## src/pkg/lds_pkg.sv

```systemverilog
`default_nettype none
package lds_pkg;

  // ------------------------------------------------------------
  // status word bit positions and reset values
  // ------------------------------------------------------------
  localparam int LDS_LOCAL_IRQ_EN_BIT = 16;
  localparam int LDS_PARITY_IRQ_EN_BIT = 6;
  localparam int LDS_PARITY_ERR_BIT = 7;
  localparam logic LDS_FLAG_RESET = 1'b0;
  localparam logic LDS_ACK_N_RESET = 1'b1;
  localparam logic LDS_PIN_N_RESET = 1'b1;
  localparam logic [3:0] LDS_ALL_LANES = 4'hF;
  localparam int LDS_SYNC_STAGES = 3;

  // ------------------------------------------------------------
  // types
  // ------------------------------------------------------------
  typedef enum logic [1:0] {LDS_W32, LDS_W16, LDS_W8} lds_width_t;
  typedef enum logic [1:0] {LDS_PATH_TGT, LDS_PATH_DMA, LDS_PATH_LM, LDS_PATH_CFG} lds_path_t;

  typedef struct packed {
    logic [31:0] addr;
    logic [31:0] data;
    logic [3:0] byte_en;
    logic write;
    logic burst;
    lds_path_t path;
  } lds_req_t;

  typedef struct packed {
    logic prefetch;
    logic read_ahead;
    logic ta_enable;
    logic continuous;
    logic [3:0] wait_count;
  } lds_burst_cfg_t;

  typedef struct packed {
    logic burst;
    logic continuous;
    logic prefetch;
    logic read_ahead;
  } lds_burst_attr_t;

  // ------------------------------------------------------------
  // helpers
  // ------------------------------------------------------------
  function automatic logic [7:0] rev8(input logic [7:0] b);
    for (int i = 0; i < 8; i++)
      rev8[i] = b[7-i];
  endfunction

  function automatic logic [31:0] rev32(input logic [31:0] w);
    rev32 = {rev8(w[7:0]), rev8(w[15:8]), rev8(w[23:16]), rev8(w[31:24])};
  endfunction

  // one-cycle 32-bit port steering; each form is its own inverse
  function automatic logic [31:0] steer32(input logic [31:0] w, input logic big);
    steer32 = big ? {rev8(w[31:24]), rev8(w[23:16]), rev8(w[15:8]), rev8(w[7:0])} : rev32(w);
  endfunction

  // lane bit that makes the nine bits even
  function automatic logic parity8(input logic [7:0] b);
    parity8 = ^b;
  endfunction

  function automatic logic [3:0] parity32(input logic [31:0] w);
    for (int i = 0; i < 4; i++)
      parity32[i] = parity8(w[8*i +: 8]);
  endfunction

  // bytes of the pci word carried by local cycle c
  function automatic logic [3:0] chunk_be(input logic [3:0] be, input lds_width_t w, input logic [1:0] c);
    unique case (w)
      LDS_W32: chunk_be = (c == 2'h0) ? be : 4'h0;
      LDS_W16: chunk_be = (c == 2'h0) ? (be & 4'h3) : ((c == 2'h1) ? (be & 4'hC) : 4'h0);
      default: chunk_be = be & (4'h1 << c);
    endcase
  endfunction

endpackage
`default_nettype wire

```

## src/hdl/lds_steer.sv

```systemverilog
`timescale 1ns/1ps
`default_nettype none
// Contract
// - single reads fetch only requested byte lanes
// - burst reads transfer every byte lane
// - burst reads configurable: prefetch, waits, ack, type
// - writes touch only the specified bytes
// - narrow port splits word into several cycles
// - each split cycle encodes its size code
// - parity check never alters any transfer
// - one parity bit per lane, optional locally
// - drive even parity whenever device drives data
// - check parity on target, master-write, dma reads
// - parity error sets status bit seven
// - interrupt only when both enables are set
// - flag appears the cycle after sampling
// - addresses use plain 32-bit little-endian map
// - endianness per phase type from config and pin
// - fixed pin and cycle per bit, reversible
// - 32-bit little: bit k to pin 31-k
// - 16-bit little: halfwords in order, reversed
// - 32-bit big: bytes keep lane, bits reversed
// - 16-bit big: low byte 23-j, high 31-j
// - 8-bit: byte b in cycle b+1, reversed
module lds_steer (
  input wire logic clock,
  input wire logic rst,
  input wire logic req_valid,
  output logic req_ready,
  input wire lds_pkg::lds_req_t req,
  output logic resp_valid,
  output logic [31:0] resp_data,
  input wire lds_pkg::lds_width_t port_width,
  input wire logic [3:0] endian_config,
  input wire logic endian_select_pin_n,
  input wire lds_pkg::lds_burst_cfg_t burst_cfg,
  output logic local_start,
  output logic [31:0] local_addr,
  output logic local_write,
  output logic [3:0] local_be,
  output logic [1:0] transfer_size_code,
  output lds_pkg::lds_burst_attr_t burst_attr,
  output logic [31:0] local_data_pin_out,
  input wire logic [31:0] local_data_pin_in,
  output logic local_data_oe,
  output logic [3:0] lane_parity_out,
  input wire logic [3:0] lane_parity_in,
  output logic lane_parity_oe,
  input wire logic transfer_ack_n,
  input wire logic lm_cfg,
  input wire logic lm_wr_strobe,
  output logic lm_wr_valid,
  output logic [31:0] lm_wr_data,
  input wire logic lm_rd_drive,
  input wire logic [31:0] lm_rd_data,
  input wire logic local_irq_en,
  input wire logic parity_irq_en,
  input wire logic parity_err_clear,
  output logic [31:0] irq_control_status,
  output logic local_irq_out_n
);

  // ------------------------------------------------------------
  // pin synchronisers
  // ------------------------------------------------------------
  logic [2:0] ack_sync_reg;
  logic [2:0] pin_sync_reg;
  logic ack_n_reg;
  logic pin_n_reg;

  // a change counts only once stages two and three agree
  always_ff @(posedge clock)
  begin
    if (rst)
    begin
      ack_sync_reg <= {3{lds_pkg::LDS_ACK_N_RESET}};
      ack_n_reg <= lds_pkg::LDS_ACK_N_RESET;
    end
    else
    begin
      ack_sync_reg <= {ack_sync_reg[1:0], transfer_ack_n};
      if (ack_sync_reg[1] == ack_sync_reg[2])
        ack_n_reg <= ack_sync_reg[2];
    end
  end

  always_ff @(posedge clock)
  begin
    if (rst)
    begin
      pin_sync_reg <= {3{lds_pkg::LDS_PIN_N_RESET}};
      pin_n_reg <= lds_pkg::LDS_PIN_N_RESET;
    end
    else
    begin
      pin_sync_reg <= {pin_sync_reg[1:0], endian_select_pin_n};
      if (pin_sync_reg[1] == pin_sync_reg[2])
        pin_n_reg <= pin_sync_reg[2];
    end
  end

  // ------------------------------------------------------------
  // cycle sequencing
  // ------------------------------------------------------------
  typedef enum logic [1:0] {S_IDLE, S_START, S_DATA} lds_state_t;

  lds_state_t state_reg;
  lds_pkg::lds_req_t req_reg;
  lds_pkg::lds_width_t width_reg;
  logic [3:0] be_reg;
  logic [1:0] chunk_reg;
  logic [3:0] wcnt_reg;
  logic big_reg;
  logic ta_en_reg;
  logic [31:0] acc_reg;
  logic [3:0] cur_be;
  logic [2:0] first_hit;
  logic [2:0] next_hit;
  logic [3:0] eff_be;
  logic done;
  logic [31:0] to_local;
  logic [31:0] to_pci;
  logic [3:0] lane_en;
  logic big_now;

  // first chunk at or after 'from' holding an enabled byte; msb says found
  function automatic logic [2:0] find_chunk(input logic [3:0] be, input lds_pkg::lds_width_t w,
                                            input logic [2:0] from);
    find_chunk = 3'b000;
    for (int c = 3; c >= 0; c--)
      if (3'(c) >= from && |lds_pkg::chunk_be(be, w, 2'(c)))
        find_chunk = {1'b1, 2'(c)};
  endfunction

  // per phase type the config bit picks big endian, the pin can force it
  assign big_now = endian_config[req.path] | ~pin_n_reg;

  // burst reads pass every lane; single reads and all writes keep the enables
  assign eff_be = (req.burst && !req.write) ? lds_pkg::LDS_ALL_LANES : req.byte_en;
  assign first_hit = find_chunk(eff_be, port_width, 3'b000);
  assign cur_be = lds_pkg::chunk_be(be_reg, width_reg, chunk_reg);
  assign next_hit = find_chunk(be_reg, width_reg, 3'({1'b0, chunk_reg} + 3'b001));
  assign req_ready = (state_reg == S_IDLE);

  // ack enabled: wait for the pin; otherwise count the programmed waits
  assign done = (state_reg == S_DATA) && (ta_en_reg ? !ack_n_reg : (wcnt_reg == 4'h0));

  lds_lane_xlate lds_lane_xlate_i (
    .width(width_reg),
    .big(big_reg),
    .chunk(chunk_reg),
    .pci_word(req_reg.data),
    .byte_en(cur_be),
    .loc_word(local_data_pin_in),
    .to_local(to_local),
    .lane_en(lane_en),
    .to_pci(to_pci)
  );

  // state and transfer context
  always_ff @(posedge clock)
  begin
    if (rst)
    begin
      state_reg <= S_IDLE;
      req_reg <= '0;
      width_reg <= lds_pkg::LDS_W32;
      be_reg <= 4'h0;
      chunk_reg <= 2'h0;
      big_reg <= 1'b0;
      ta_en_reg <= 1'b0;
    end
    else
    begin
      unique case (state_reg)
        S_IDLE:
          if (req_valid && first_hit[2])
          begin
            req_reg <= req;
            width_reg <= port_width;
            be_reg <= eff_be;
            chunk_reg <= first_hit[1:0];
            big_reg <= big_now;
            ta_en_reg <= burst_cfg.ta_enable;
            state_reg <= S_START;
          end
        S_START:
          state_reg <= S_DATA;
        S_DATA:
          // parity never feeds this decision, so errors cannot stall a cycle
          if (done)
          begin
            if (next_hit[2])
            begin
              chunk_reg <= next_hit[1:0];
              state_reg <= S_START;
            end
            else
              state_reg <= S_IDLE;
          end
      endcase
    end
  end

  // wait-state counter, reloaded at each address phase
  always_ff @(posedge clock)
  begin
    if (rst)
      wcnt_reg <= 4'h0;
    else if (state_reg == S_START)
      wcnt_reg <= burst_cfg.wait_count;
    else if (state_reg == S_DATA && wcnt_reg != 4'h0)
      wcnt_reg <= wcnt_reg - 4'h1;
  end

  // ------------------------------------------------------------
  // local bus outputs
  // ------------------------------------------------------------
  logic [1:0] low_byte;

  always_comb
  begin
    low_byte = 2'h3;
    for (int i = 3; i >= 0; i--)
      if (cur_be[i])
        low_byte = 2'(i);
  end

  // address, lanes and size are set up in the address phase and held
  always_ff @(posedge clock)
  begin
    if (rst)
    begin
      local_start <= 1'b0;
      local_addr <= 32'h00000000;
      local_write <= 1'b0;
      local_be <= 4'h0;
      transfer_size_code <= 2'h0;
      burst_attr <= '0;
    end
    else
    begin
      local_start <= (state_reg == S_START);
      if (state_reg == S_START)
      begin
        local_addr <= lds_pkg::rev32({req_reg.addr[31:2], low_byte});
        local_write <= req_reg.write;
        local_be <= lane_en;
        transfer_size_code <= 2'($countones(cur_be));
        burst_attr.burst <= req_reg.burst;
        burst_attr.continuous <= req_reg.burst & burst_cfg.continuous;
        burst_attr.prefetch <= req_reg.burst & !req_reg.write & burst_cfg.prefetch;
        burst_attr.read_ahead <= req_reg.burst & !req_reg.write & burst_cfg.read_ahead
                                 & (req_reg.path == lds_pkg::LDS_PATH_TGT);
      end
      else if (state_reg == S_IDLE)
        local_be <= 4'h0;
    end
  end

  // data pins driven for master writes, or for a local master reading us
  always_ff @(posedge clock)
  begin
    if (rst)
    begin
      local_data_pin_out <= 32'h00000000;
      local_data_oe <= 1'b0;
      lane_parity_out <= 4'h0;
      lane_parity_oe <= 1'b0;
    end
    else if (state_reg == S_START && req_reg.write)
    begin
      local_data_pin_out <= to_local;
      local_data_oe <= 1'b1;
      lane_parity_out <= lds_pkg::parity32(to_local);
      lane_parity_oe <= 1'b1;
    end
    else if (state_reg == S_IDLE && lm_rd_drive)
    begin
      local_data_pin_out <= lds_pkg::steer32(lm_rd_data, endian_config[lm_cfg ? 3 : 2] | ~pin_n_reg);
      local_data_oe <= 1'b1;
      lane_parity_out <= lds_pkg::parity32(lds_pkg::steer32(lm_rd_data,
                                                            endian_config[lm_cfg ? 3 : 2] | ~pin_n_reg));
      lane_parity_oe <= 1'b1;
    end
    else if (!(state_reg == S_DATA && req_reg.write && !done))
    begin
      local_data_oe <= 1'b0;
      lane_parity_oe <= 1'b0;
    end
  end

  // ------------------------------------------------------------
  // read assembly and local master writes
  // ------------------------------------------------------------
  logic [31:0] byte_mask;
  assign byte_mask = {{8{cur_be[3]}}, {8{cur_be[2]}}, {8{cur_be[1]}}, {8{cur_be[0]}}};

  always_ff @(posedge clock)
  begin
    if (rst)
    begin
      acc_reg <= 32'h00000000;
      resp_valid <= 1'b0;
      resp_data <= 32'h00000000;
    end
    else
    begin
      resp_valid <= 1'b0;
      if (state_reg == S_IDLE && req_valid && !first_hit[2])
        resp_valid <= 1'b1;
      if (state_reg == S_IDLE)
        acc_reg <= 32'h00000000;
      else if (done)
      begin
        acc_reg <= acc_reg | (to_pci & byte_mask);
        if (!next_hit[2])
        begin
          resp_valid <= 1'b1;
          resp_data <= req_reg.write ? 32'h00000000 : (acc_reg | (to_pci & byte_mask));
        end
      end
    end
  end

  always_ff @(posedge clock)
  begin
    if (rst)
    begin
      lm_wr_valid <= 1'b0;
      lm_wr_data <= 32'h00000000;
    end
    else
    begin
      lm_wr_valid <= lm_wr_strobe;
      if (lm_wr_strobe)
        lm_wr_data <= lds_pkg::steer32(local_data_pin_in, endian_config[lm_cfg ? 3 : 2] | ~pin_n_reg);
    end
  end

  // ------------------------------------------------------------
  // parity check, status and interrupt
  // ------------------------------------------------------------
  logic chk_sample;
  logic chk_err;
  logic flag_reg;

  // lanes with no enable carry nothing, so they are not checked;
  // a cycle closed by the wait counter is checked only if ack is held low
  assign chk_sample = (done && !req_reg.write && !ack_n_reg
                       && (req_reg.path == lds_pkg::LDS_PATH_TGT || req_reg.path == lds_pkg::LDS_PATH_DMA))
                      || (lm_wr_strobe && !ack_n_reg);
  assign chk_err = chk_sample
                   && |((lds_pkg::parity32(local_data_pin_in) ^ lane_parity_in) & (lm_wr_strobe ? 4'hF : lane_en));

  // set wins over a clear in the same cycle
  always_ff @(posedge clock)
  begin
    if (rst)
      flag_reg <= lds_pkg::LDS_FLAG_RESET;
    else if (chk_err)
      flag_reg <= 1'b1;
    else if (parity_err_clear)
      flag_reg <= 1'b0;
  end

  always_comb
  begin
    irq_control_status = 32'h00000000;
    irq_control_status[lds_pkg::LDS_LOCAL_IRQ_EN_BIT] = local_irq_en;
    irq_control_status[lds_pkg::LDS_PARITY_IRQ_EN_BIT] = parity_irq_en;
    irq_control_status[lds_pkg::LDS_PARITY_ERR_BIT] = flag_reg;
  end

  assign local_irq_out_n = !(flag_reg && local_irq_en && parity_irq_en);

  // ------------------------------------------------------------
  // checks
  // ------------------------------------------------------------
  logic [4:0] data_cnt_reg;

  always_ff @(posedge clock)
  begin
    if (rst || state_reg != S_DATA)
      data_cnt_reg <= 5'h00;
    else if (data_cnt_reg != 5'h1F)
      data_cnt_reg <= data_cnt_reg + 5'h01;
  end
endmodule
`default_nettype wire

```

## src/hdl/lds_lane_xlate.sv

```systemverilog
`timescale 1ns/1ps
`default_nettype none
// places one pci word slice on the local pins for a given cycle, and back
module lds_lane_xlate (
  input wire lds_pkg::lds_width_t width,
  input wire logic big,
  input wire logic [1:0] chunk,
  input wire logic [31:0] pci_word,
  input wire logic [3:0] byte_en,
  input wire logic [31:0] loc_word,
  output logic [31:0] to_local,
  output logic [3:0] lane_en,
  output logic [31:0] to_pci
);

  // ------------------------------------------------------------
  // pci to local placement
  // ------------------------------------------------------------
  function automatic logic [31:0] place(input logic [31:0] w, input lds_pkg::lds_width_t wd,
                                        input logic bg, input logic [1:0] c);
    logic [15:0] h;
    logic [7:0] b;
    h = c[0] ? w[31:16] : w[15:0];
    b = w[8*c +: 8];
    unique case (wd)
      lds_pkg::LDS_W32: place = lds_pkg::steer32(w, bg);
      lds_pkg::LDS_W16: place = bg ? {lds_pkg::rev8(h[15:8]), lds_pkg::rev8(h[7:0]), 16'h0000}
                                   : {lds_pkg::rev8(h[7:0]), lds_pkg::rev8(h[15:8]), 16'h0000};
      default: place = {lds_pkg::rev8(b), 24'h000000};
    endcase
  endfunction

  // ------------------------------------------------------------
  // local to pci, the same map read backwards
  // ------------------------------------------------------------
  function automatic logic [31:0] unplace(input logic [31:0] l, input lds_pkg::lds_width_t wd,
                                          input logic bg, input logic [1:0] c);
    logic [15:0] h;
    logic [7:0] b;
    h = bg ? {lds_pkg::rev8(l[31:24]), lds_pkg::rev8(l[23:16])}
           : {lds_pkg::rev8(l[23:16]), lds_pkg::rev8(l[31:24])};
    b = lds_pkg::rev8(l[31:24]);
    unique case (wd)
      lds_pkg::LDS_W32: unplace = lds_pkg::steer32(l, bg);
      lds_pkg::LDS_W16: unplace = c[0] ? {h, 16'h0000} : {16'h0000, h};
      default: unplace = 32'({24'h000000, b} << {c, 3'b000});
    endcase
  endfunction

  logic [31:0] mask_local;

  // byte enables ride through the same map to find the local lanes
  always_comb
  begin
    to_local = place(pci_word, width, big, chunk);
    mask_local = place({{8{byte_en[3]}}, {8{byte_en[2]}}, {8{byte_en[1]}}, {8{byte_en[0]}}}, width, big, chunk);
    for (int i = 0; i < 4; i++)
      lane_en[i] = |mask_local[8*i +: 8];
    to_pci = unplace(loc_word, width, big, chunk);
  end

endmodule
`default_nettype wire

```

## config.mk

```make
export PLATFORM = sky130hd
export DESIGN_NAME = lds_steer
export DESIGN_NICKNAME = d
export VERILOG_FILES = /design/src/pkg/lds_pkg.sv /design/src/hdl/lds_steer.sv /design/src/hdl/lds_lane_xlate.sv
export SDC_FILE = /design/constraint.sdc
export NUM_CORES = 1
export LEC_CHECK = 0
export ABC_AREA = 1
export BUFFER_PORTS_ARGS = -buffer_cell sky130_fd_sc_hd__buf_2
export CAP_MARGIN = 20
export CORE_ASPECT_RATIO = 0.75
export CORE_MARGIN = 5
export CORE_UTILIZATION = 50
export CTS_CLUSTER_SIZE = 10
export DETAILED_ROUTE_END_ITERATION = 8
export PLACE_DENSITY = 0.85
export SYNTH_ARGS = -nofsm -noshare
export SYNTH_HDL_FRONTEND = slang
export SYNTH_SLANG_ARGS = --single-unit
```

## constraint.sdc

```tcl
create_clock -name clock -period 2.55 [get_ports clock]
set_clock_uncertainty 0.2 [all_clocks]
set_input_delay 0.1275 -clock clock [delete_from_list [all_inputs] [get_ports clock]]
set_output_delay 0.1275 -clock clock [all_outputs]
set_load 0.01 [all_outputs]
```

== Word level (Yosys, flattened, before mapping) ==
Index checks and enable logic that the tools add are counted.

* Output and inout bits: 182
* Input port bits: 165
* Register bits after elaboration: 272

* Bitwise gates (word level): 15
* Equality and inequality tests: 12
* Mux-type cells: 72
* Reductions and logical operators: 73
* $lt $le $gt $ge: 6
* Shifts and indexed selects: 4
* Add/sub/neg operators: 5

{| class="wikitable"
|+ Operator list
! cell !! count
|-
| $mux W32 || 11
|-
| $pmux W32 S2 || 3
|-
| $reduce_xor A8 Y1 || 12
|-
| $shiftx A32 B6 Y8 || 2
|-
| $mux W4 || 13
|-
| $mux W16 || 3
|-
| $pmux W4 S2 || 5
|-
| $reduce_or A4 Y1 || 9
|-
| $and A32 B32 Y32 || 1
|-
| $or A32 B32 Y32 || 1
|-
| $reduce_or A8 Y1 || 4
|-
| $shl A8 B5 Y32 || 1
|-
| $mux W3 || 10
|-
| $logic_and A1 B1 Y1 || 21
|-
| $mux W1 || 16
|-
| $mux W2 || 7
|-
| $eq A2 B1 Y1 const B || 5
|-
| $logic_not A2 Y1 || 5
|-
| $reduce_bool A2 Y1 || 5
|-
| $and A4 B4 Y4 || 2
|-
| $ge A1 B3 Y1 const A || 2
|-
| $ge A2 B3 Y1 const A || 2
|-
| $logic_not A1 Y1 || 6
|-
| $lt A2 B3 Y1 const B || 2
|-
| 24 further kinds || 39
|}

== Longest topological paths before layout ==
Gate-level depths: netlist of run 1.

* Depth in word-level cells: 15
* Mapped depth: 17
* Gate-level depth less buffers: 16

== Modules after synthesis ==
A second synthesis of run 1 with hierarchy kept.

* Cells, all modules: 2,467
* Area, all modules: 15,536.2 um^2

{| class="wikitable"
|+ Modules (own cells, without submodules)
! module !! cells each !! instances !! area each (um^2) !! seq. area each (um^2)
|-
| lds_steer || 1,895 || 1 || 12,985.0 || 5,405.2
|-
| lds_lane_xlate || 572 || 1 || 2,551.2 || 0.0
|}

== Least setup slack after synthesis of run 1 ==
OpenSTA, ideal clock, no wires.

* Path type: reg-to-reg
* Start point: register width_reg[1]
* End point: register transfer_size_code[1]
* Stages on the path, launching flop included: 11
* Slack: 0.172 ns
* Library setup time: 0.126 ns
* Arrival time: 2.052 ns
* Cells stage by stage: dfxtp_1 nor2_1 buf_2 nand3_1 nand2_1 nor2_1 clkinv_1 fa_1 ha_1 xnor2_1 o21ai_0

* Word-level cells in the longest chain between the ends: 4
* Elaborated cells on any way between the ends: 6
* Those cells by class: 3 x add/sub; 1 x eq/ne; 1 x mux; 1 x reduce/logical

{| class="wikitable"
|+ RTL lines
! what !! RTL line !! RTL
|-
| start: declaration || lds_steer.sv:109 || <nowiki>lds_pkg::lds_width_t width_reg;</nowiki>
|-
| start signal: assignment || lds_steer.sv:167 || <nowiki>width_reg <= lds_pkg::LDS_W32;</nowiki>
|-
| start signal: assignment || lds_steer.sv:180 || <nowiki>width_reg <= port_width;</nowiki>
|-
| $eq A2 B1 Y1 or $logic_not A2 Y1 (tied branches) || lds_pkg.sv:75 || <nowiki>unique case (w)</nowiki>
|-
| $pmux W4 S2 * || lds_pkg.sv:75 ||
|-
| $add A1 B1 Y2 (implied by the code) || lds_steer.sv:249 || <nowiki>transfer_size_code <= 2'($countones(cur_be));</nowiki>
|-
| $add A2 B2 Y2 (implied by the code) * || lds_steer.sv:249 ||
|-
| end signal: assignment || lds_steer.sv:249 ||
|-
| end: declaration || lds_steer.sv:41 || <nowiki>output logic [1:0] transfer_size_code,</nowiki>
|}

Mark *: on every way between the ends. The rest lies on a longest branch, timed or not.
A chain may end at the register's enable or synchronous reset.

== Final worst setup path of run 1 ==
* Start point: input port req[6] in the netlist's numbering
* End point: register req_reg[61] in the netlist's numbering

* Word-level cells in the longest chain between the ends: 8
* Elaborated cells on any way between the ends: 12
* Those cells by class: 7 x mux; 5 x reduce/logical

{| class="wikitable"
|+ RTL lines
! what !! RTL line !! RTL
|-
| start: declaration || lds_steer.sv:30 || <nowiki>input wire lds_pkg::lds_req_t req,</nowiki>
|-
| $mux W4 * || lds_steer.sv:139 || <nowiki>assign eff_be = (req.burst && !req.write) ? lds_pkg::LDS_ALL_LANES : req.byte_en;</nowiki>
|-
| $mux W3 || lds_pkg.sv:75 ||
|-
| $reduce_or A4 Y1 || lds_steer.sv:131 || <nowiki>if (3'(c) >= from && |lds_pkg::chunk_be(be, w, 2'(c)))</nowiki>
|-
| $mux W3 (2 in series) || lds_steer.sv:131 ||
|-
| $mux W3 * || lds_steer.sv:131 ||
|-
| $logic_and A1 B1 Y1 * || lds_steer.sv:177 || <nowiki>if (req_valid && first_hit[2])</nowiki>
|-
| $reduce_and A2 Y1 (no source line) * || n/a ||
|-
| end signal: assignment || lds_steer.sv:179 || <nowiki>req_reg <= req;</nowiki>
|-
| end: declaration || lds_steer.sv:108 || <nowiki>lds_pkg::lds_req_t req_reg;</nowiki>
|}

Marked as above.

==> results.yml, run 1 <==
outcome:
  outcome: "completed"
pwr:
  power_density_nw_per_um2: 829
  p_leak_nw: 9.63
  ir_drop_v: 0.000691
synth:
  synth_seq_cells: 270
  synth.avg_cell_area_um2: 6.58
  ys_types: 49
  synth_edf_count: 0
  async_flop_share: 0
  ys.flop_type: "dfxtp_1"
  ys.warnings.count: 0
  ys_seq_area_frac: 0.359
  netlist_instances: 2289
  synth.cell_area_um2: 15100
route:
  viasPerCell: 5.64
  dr.first_iter.drc_count: 2014
  drtPass1Iterations: 6
  via_count: 17900
  antenna_left: 0
  wl_um: 59300
  wl_per_cell_um: 18.7
  drc: 0
critical_path:
  cp-end-kind: "flip-flop"
  critPathKind: "in2reg"
  cp_top_family: "buffers and inverters"
  path_cells: "dlygate4sd3_1 > buf_2 > inv_1 > nand2_2 > nor2_2 > o21bai_1 > a21boi_2 > nand2_1 > nand2_1 > nor2_4 > inv_8 > buf_6 > o21ai_1 > a21oi_1 > dlygate4sd3_1"
  max_stage_delay_ps: 580
  crit_fanout: 15
  worst_ep_arrival_time_ps: 2720
  start_kind: "input port"
  crit_slowest_cell: "dlygate4sd3_1"
  crit_required_ps: 2850
  worst-path-buf-inv: 6
finish:
  fin_nets: 2930
  antenna_cells: 0
  largest_reg_flops: 66
  area_growth_syn_to_layout_pct: 31.9
  fin_cells: 3166
  final_layout_size_suffix_gt1_frac: 0.171
placed_design:
  dp_hpwl_um: 39700
  place.gp.congestion: 0.957
  port_buffers: 315
  dp.cells: 2921
global_routing:
  overflow: 0
  track_usage: 0.331
  grt_pass1_wl_um: 91600
  grt_pass1_vias: 16900
  grt_max_degree: 71
  antenna_found_initial: 2
timing:
  relSlewSlack: 0.588
  tightest_slew_ps: 618
  finalCriticalPeriod_ps: 2420
  slew_viol_final: 0
  rsz0062_at_grt: "yes"
  setup_viol: 0
  period_share: 0.951
  hold_violations: 0
  fmax_mhz: 413
  whs_ps: 71.5
floorplanning:
  start_util: 0.503
  die_w_um: 210
  die-area_um2: 33700
  die_height_um: 160
  coreArea_um2: 29900
  pin_count: 347
  rows: 55
cts:
  insertion_delay_ps: 570
  cts.sinks: 270
  clk_pin_slew_ps: 60
  cts_tree: "yes"
  clk_path_buf_depth: 3
  clockRootBuffer: "clkbuf_16"
  cts-buffers-inserted: 31
  cts_htree_levels: 1
job:
  drv_cap: 0
hold_path:
  min_path_type: "in2reg"
-- placed cells by master, fill, tap and decap left out, types with 3 or more instances in the layout --
cell type / synthesis / routed
buf_12: 0 / 7
nor2_4: 3 / 4
nor3b_1: 6 / 6
xor2_1: 15 / 15
nor2_2: 6 / 7
ha_1: 3 / 3
nand2_1: 630 / 630
inv_1: 250 / 248
o21ai_2: 10 / 11
or2_2: 11 / 11
nand3_1: 133 / 133
inv_2: 14 / 10
nor3_1: 9 / 9
dfxtp_1: 270 / 268
clkbuf_16: 0 / 33
clkinv_1: 3 / 3
buf_2: 48 / 315
o21ai_0: 232 / 230
a21oi_1: 157 / 156
o221ai_1: 26 / 26
xnor2_1: 38 / 38
conb_1: 1 / 29
nand3b_1: 3 / 3
nand4_1: 20 / 20
nor2_1: 133 / 131
buf_4: 40 / 48
a221o_1: 6 / 6
inv_4: 0 / 3
o211ai_1: 55 / 55
nand2_2: 6 / 6
a31oi_1: 16 / 16
a22oi_1: 5 / 5
clkbuf_1: 63 / 6
buf_6: 9 / 4
dlygate4sd3_1: 0 / 204
a221oi_1: 9 / 9
o21ai_1: 31 / 32
-- logic make-up (layout without fill, tap and decap cells) --
group / after synthesis / in the layout / share of synthesized area
and+or+nand+nor: 963 / 963 / 0.265
AOI/OAI and AO/OA: 561 / 561 / 0.214
buffers and inverters: 437 / 887 / 0.127
DFF: 270 / 270 / 0.359
xor gates and xnor gates: 53 / 53 / 0.0308
adders and majority gates: 4 / 4 / 0.00382
other: 1 / 29 / 0.000249
-- final cells by class --
cell class / instances / area [um^2]
clock buffers: 37 / 798
clock inverters: 2 / 38.8
fillers: 2488 / 10100
inverters: 267 / 1020
multi-input cells: 1610 / 7850
flip-flops and latches: 270 / 5410
well taps: 399 / 499
repair buffers: 581 / 4240
-- stage by stage --
stage               utilization  TNS, ps  total power (W)  worst slack (ps)  area [um^2]
floorplan                     -        0          0.00974               172        15200
global placement          0.564        0           0.0116               179        16900
detailed placement        0.564        0           0.0118              54.0        16900
CTS                       0.660        0           0.0161              13.2        19800
global route              0.663    -14.6           0.0174             -14.6        19900
finish                    0.663        0           0.0165               126        19900
-- report_power, final --
| group | leakage, nW | switching, W | internal [W] |
|---|---|---|---|
| sequential | 2.21 | 0.000471 | 0.00484 |
| clock | 0.408 | 0.00172 | 0.00226 |
| combinational | 7.01 | 0.00458 | 0.00258 |
-- tightest hold or removal path, cell delays in order --
cell and delay, ps:
buf_2 130, a21oi_2 90, a32oi_1 230, nand3_1 100, nand2_1 60, a21oi_1 30
-- what timing repair did --
| item | 4_1_cts | 5_1_grt |
|---|---|---|
| setup buffers | 0 | 0 |
| setup endpoints to repair | 0 | 52 |
| hold buffers | 204 | 0 |
| resized for setup | 0 | 18 |
| hold endpoints to repair | 192 | 0 |
-- Yosys cell counts, types with 2 or more instances --
| library cell | instances | share of area |
|---|---|---|
| o21ai_2 | 10 | 0.0058 |
| nand3_1 | 133 | 0.044 |
| a221o_1 | 6 | 0.0040 |
| buf_6 | 9 | 0.0067 |
| clkinv_1 | 3 | 0.00075 |
| o221ai_1 | 26 | 0.015 |
| a211oi_1 | 2 | 0.0010 |
| xnor2_1 | 38 | 0.022 |
| a31oi_1 | 16 | 0.0066 |
| o211ai_1 | 55 | 0.027 |
| ha_1 | 3 | 0.0025 |
| buf_1 | 10 | 0.0025 |
| inv_1 | 250 | 0.062 |
| buf_2 | 48 | 0.016 |
| or2_2 | 11 | 0.0046 |
| nand3b_1 | 3 | 0.0015 |
| xor2_1 | 15 | 0.0087 |
| o21ai_1 | 31 | 0.010 |
| a221oi_1 | 9 | 0.0052 |
| dfxtp_1 | 270 | 0.36 |
| o21ai_0 | 232 | 0.077 |
| a31o_2 | 2 | 0.0012 |
| nand2_1 | 630 | 0.16 |
| nor2_2 | 6 | 0.0025 |
| nor3b_1 | 6 | 0.0030 |
| nor2_4 | 3 | 0.0022 |
| nor3_1 | 9 | 0.0030 |
| a22oi_1 | 5 | 0.0025 |
| inv_2 | 14 | 0.0035 |
| nand4_1 | 20 | 0.0083 |
| nand2_2 | 6 | 0.0025 |
| o22ai_1 | 2 | 0.00083 |
| buf_4 | 40 | 0.020 |
| nor2_1 | 133 | 0.033 |
| clkbuf_1 | 63 | 0.016 |
| a21oi_1 | 157 | 0.052 |
-- path summary, 6_finish.rpt --
path | start | endpoint | slack [ps] | cells after the start
worst min-delay path | req[2] | chunk_reg[1] | 70 | 6
worst max register to register | pin_n_reg | lm_wr_data[9] | 140 | 8
worst min register to register | pin_sync_reg[0] | pin_sync_reg[1] | 210 | 1
worst max-delay path | req[6] | req_reg[61] | 130 | 15
-- routing by layer --
layer	vias up	GRT usage	wire, um
met2	1130	0.499	25300
li1	8347	-	-
met4	4	0.115	2440
met3	210	0.0795	6980
met5	-	0	21
met1	8170	0.463	24600
Power figures use the tool's default switching activity.
==> inputs of run 2 (changes only) <==
Settings changed: SYNTH_HIERARCHICAL set to 1.
==> results.yml, run 2 <==
critical_path:
  rr_startpoint: "wcnt_reg[0]"
  crit_fanout: 32
  crit_path_start: "endian_config[2]"
  worst_ep_arrival_time_ps: 2690
  start_kind: "input port"
  crit_slowest_cell: "dlygate4sd3_1"
  crit_required_ps: 2750
  path_cells: "dlygate4sd3_1 > buf_2 > nand2_1 > nand3_4 > clkinv_1 > buf_6 > nand2_1 > nand3_1 > dlygate4sd3_1 > o211ai_1 > inv_1"
  cp-end-kind: "flip-flop"
  max_stage_delay_ps: 590
  critPathKind: "in2reg"
synth:
  synth_area_leaders: "dfxtp_1 35%, nand2_1 20%, nor2_1 6.3%, o21ai_0 6.1%, nand3_1 5.5%"
  synth.cell_area_um2: 15500
  synth.avg_cell_area_um2: 6.30
  ys.flop_type: "dfxtp_1"
  synth_seq_cells: 270
  netlist_instances: 2467
  synth.most_common_cell: "nand2_1"
  ys.warnings.count: 6
  synth_edf_count: 0
  async_flop_share: 0
  ys_seq_area_frac: 0.348
  ys_types: 45
  synth_commonest_cells: "822 x nand2_1, 270 x dfxtp_1, 260 x nor2_1, 190 x inv_1, 188 x o21ai_0"
  synth_top_area_share: 0.348
  synth_top_area_cell: "dfxtp_1"
finish:
  finalInstanceArea_um2: 20000
  largest_reg_flops: 66
  final_common_cell: "nand2_1"
  final_layout_size_suffix_gt1_frac: 0.155
  fin_nets: 3073
  area_growth_syn_to_layout_pct: 28.8
  fillers: 2630
  layout_common_cells: "822 x nand2_1, 315 x buf_2, 266 x dfxtp_1"
global_routing:
  track_usage: 0.333
  grt_pass1_vias: 17700
  antenna_found_initial: 2
  overflow: 0
  grt_pass1_wl_um: 94100
  grt_max_degree: 88
timing:
  tightest_slew_ps: 1000
  finalCriticalPeriod_ps: 2490
  period_share: 0.975
  setup_tns_ps: 0
  relSlewSlack: 0.334
  hold_violations: 0
  slew_viol_final: 0
  rsz0062_at_grt: "no"
  setup_viol: 0
  fmax_mhz: 402
outcome:
  outcome: "completed"
pwr:
  ir_drop_v: 0.000638
  p_leak_nw: 9.75
  power_density_nw_per_um2: 851
route:
  viasPerCell: 5.65
  via_count: 18700
  dr.first_iter.drc_count: 2395
  drtPass1Iterations: 7
  antenna_left: 0
  drc: 0
  wl_per_cell_um: 18.2
  wl_um: 60300
placed_design:
  dp_hpwl_um: 39600
  port_buffers: 315
  place.gp.congestion: 0.977
  place_area_um2: 17200
cts:
  clk_path_buf_depth: 3
  cts_tree: "yes"
  cts_htree_levels: 2
  clockRootBuffer: "clkbuf_16"
  clk_pin_slew_ps: 50
  post_cts_buffers: 0
  insertion_delay_ps: 520
  cts.sinks: 270
  cts-buffers-inserted: 34
hold_path:
  min_path_type: "in2reg"
  hold_path_startpoint: "lm_rd_data[25]"
floorplanning:
  die_height_um: 163
  die-area_um2: 34700
  coreArea_um2: 30400
  start_util: 0.511
  rows: 55
  pin_count: 347
  die_w_um: 214
job:
  drv_cap: 0
[run 2: cell types whose count changed after synthesis, sizes merged, moves of 8 or more]
cell	delta
nand2	+188
nor2	+127
inv	-64
o21ai	-58
nand3	+40
a21oi	-38
o211ai	-25
o221ai	-22
a31oi	+18
o21a	+16
nand4	+15
a221oi	-8
buf	+8
[run 2: final cells by class]
type,count,area [um^2],area share
Timing Repair Buffer,549,3900,0.195
Multi-Input combinational cell,1844,8470,0.423
Tap cell,399,499,0.0250
Clock inverter,7,82.6,0.00413
Antenna cell,3,7.51,0.000375
Inverter,204,773,0.0387
Clock buffer,37,862,0.0431
Sequential cell,270,5410,0.270
[run 2: where the power goes]
part	switching, W	internal [W]
clock network	0.00184	0.00251
logic	0.00468	0.00248
registers	0.000593	0.00492
[run 2: path summary, 6_finish.rpt]
kind                                  to  slack (ps)  cells past startpoint
hold / removal    local_data_pin_out[30]          30                      6
hold reg to reg          pin_sync_reg[1]         210                      1
setup reg to reg             acc_reg[21]          70                     10
setup / recovery          lm_wr_data[20]          60                     11
[run 2: repair_timing]
action | 4_1_cts | 5_1_grt
hold endpoints to repair | 171 | 0
resized for setup | 0 | 8
setup endpoints to repair | 0 | 15
hold buffers | 185 | 0
[run 2: worst max-delay path: cells and delay by family]
kind / cells / cell delay (ps)
and+or+nand+nor: 4 / 550
AOI/OAI and AO/OA: 1 / 100
buffers and inverters: 6 / 1900
[run 2: kinds of logic after synthesis]
group | Yosys count | share of synthesized area
and+or+nand+nor | 1328 | 0.349
AOI/OAI and AO/OA | 429 | 0.153
buffers and inverters | 381 | 0.115
DFF | 270 | 0.348
xor gates and xnor gates | 53 | 0.0299
adders and majority gates | 5 | 0.00451
other | 1 | 0.000241
[run 2: per-layer routing]
metal  global-route usage  wire length, um
met1                0.462            25200
met2                0.502            25700
met3               0.0836             7080
met4                0.124             2320
met5                    0                0
[run 2: through the flow]
stage | util | std cells | setup slack (ps) | total power, W | hold WS, ps
CTS | 0.657 | 3310 | 82.1 | 0.0167 | 22.9
finish | 0.658 | 3313 | 63.5 | 0.0170 | 31.4
floorplan | - | 2495 | 88.9 | 0.0102 | 31.3
global route | 0.658 | 3311 | 4.46 | 0.0180 | 40.0
detailed placement | 0.565 | 3081 | 87.0 | 0.0121 | 122
global placement | 0.565 | 3081 | 179 | 0.0119 | 115
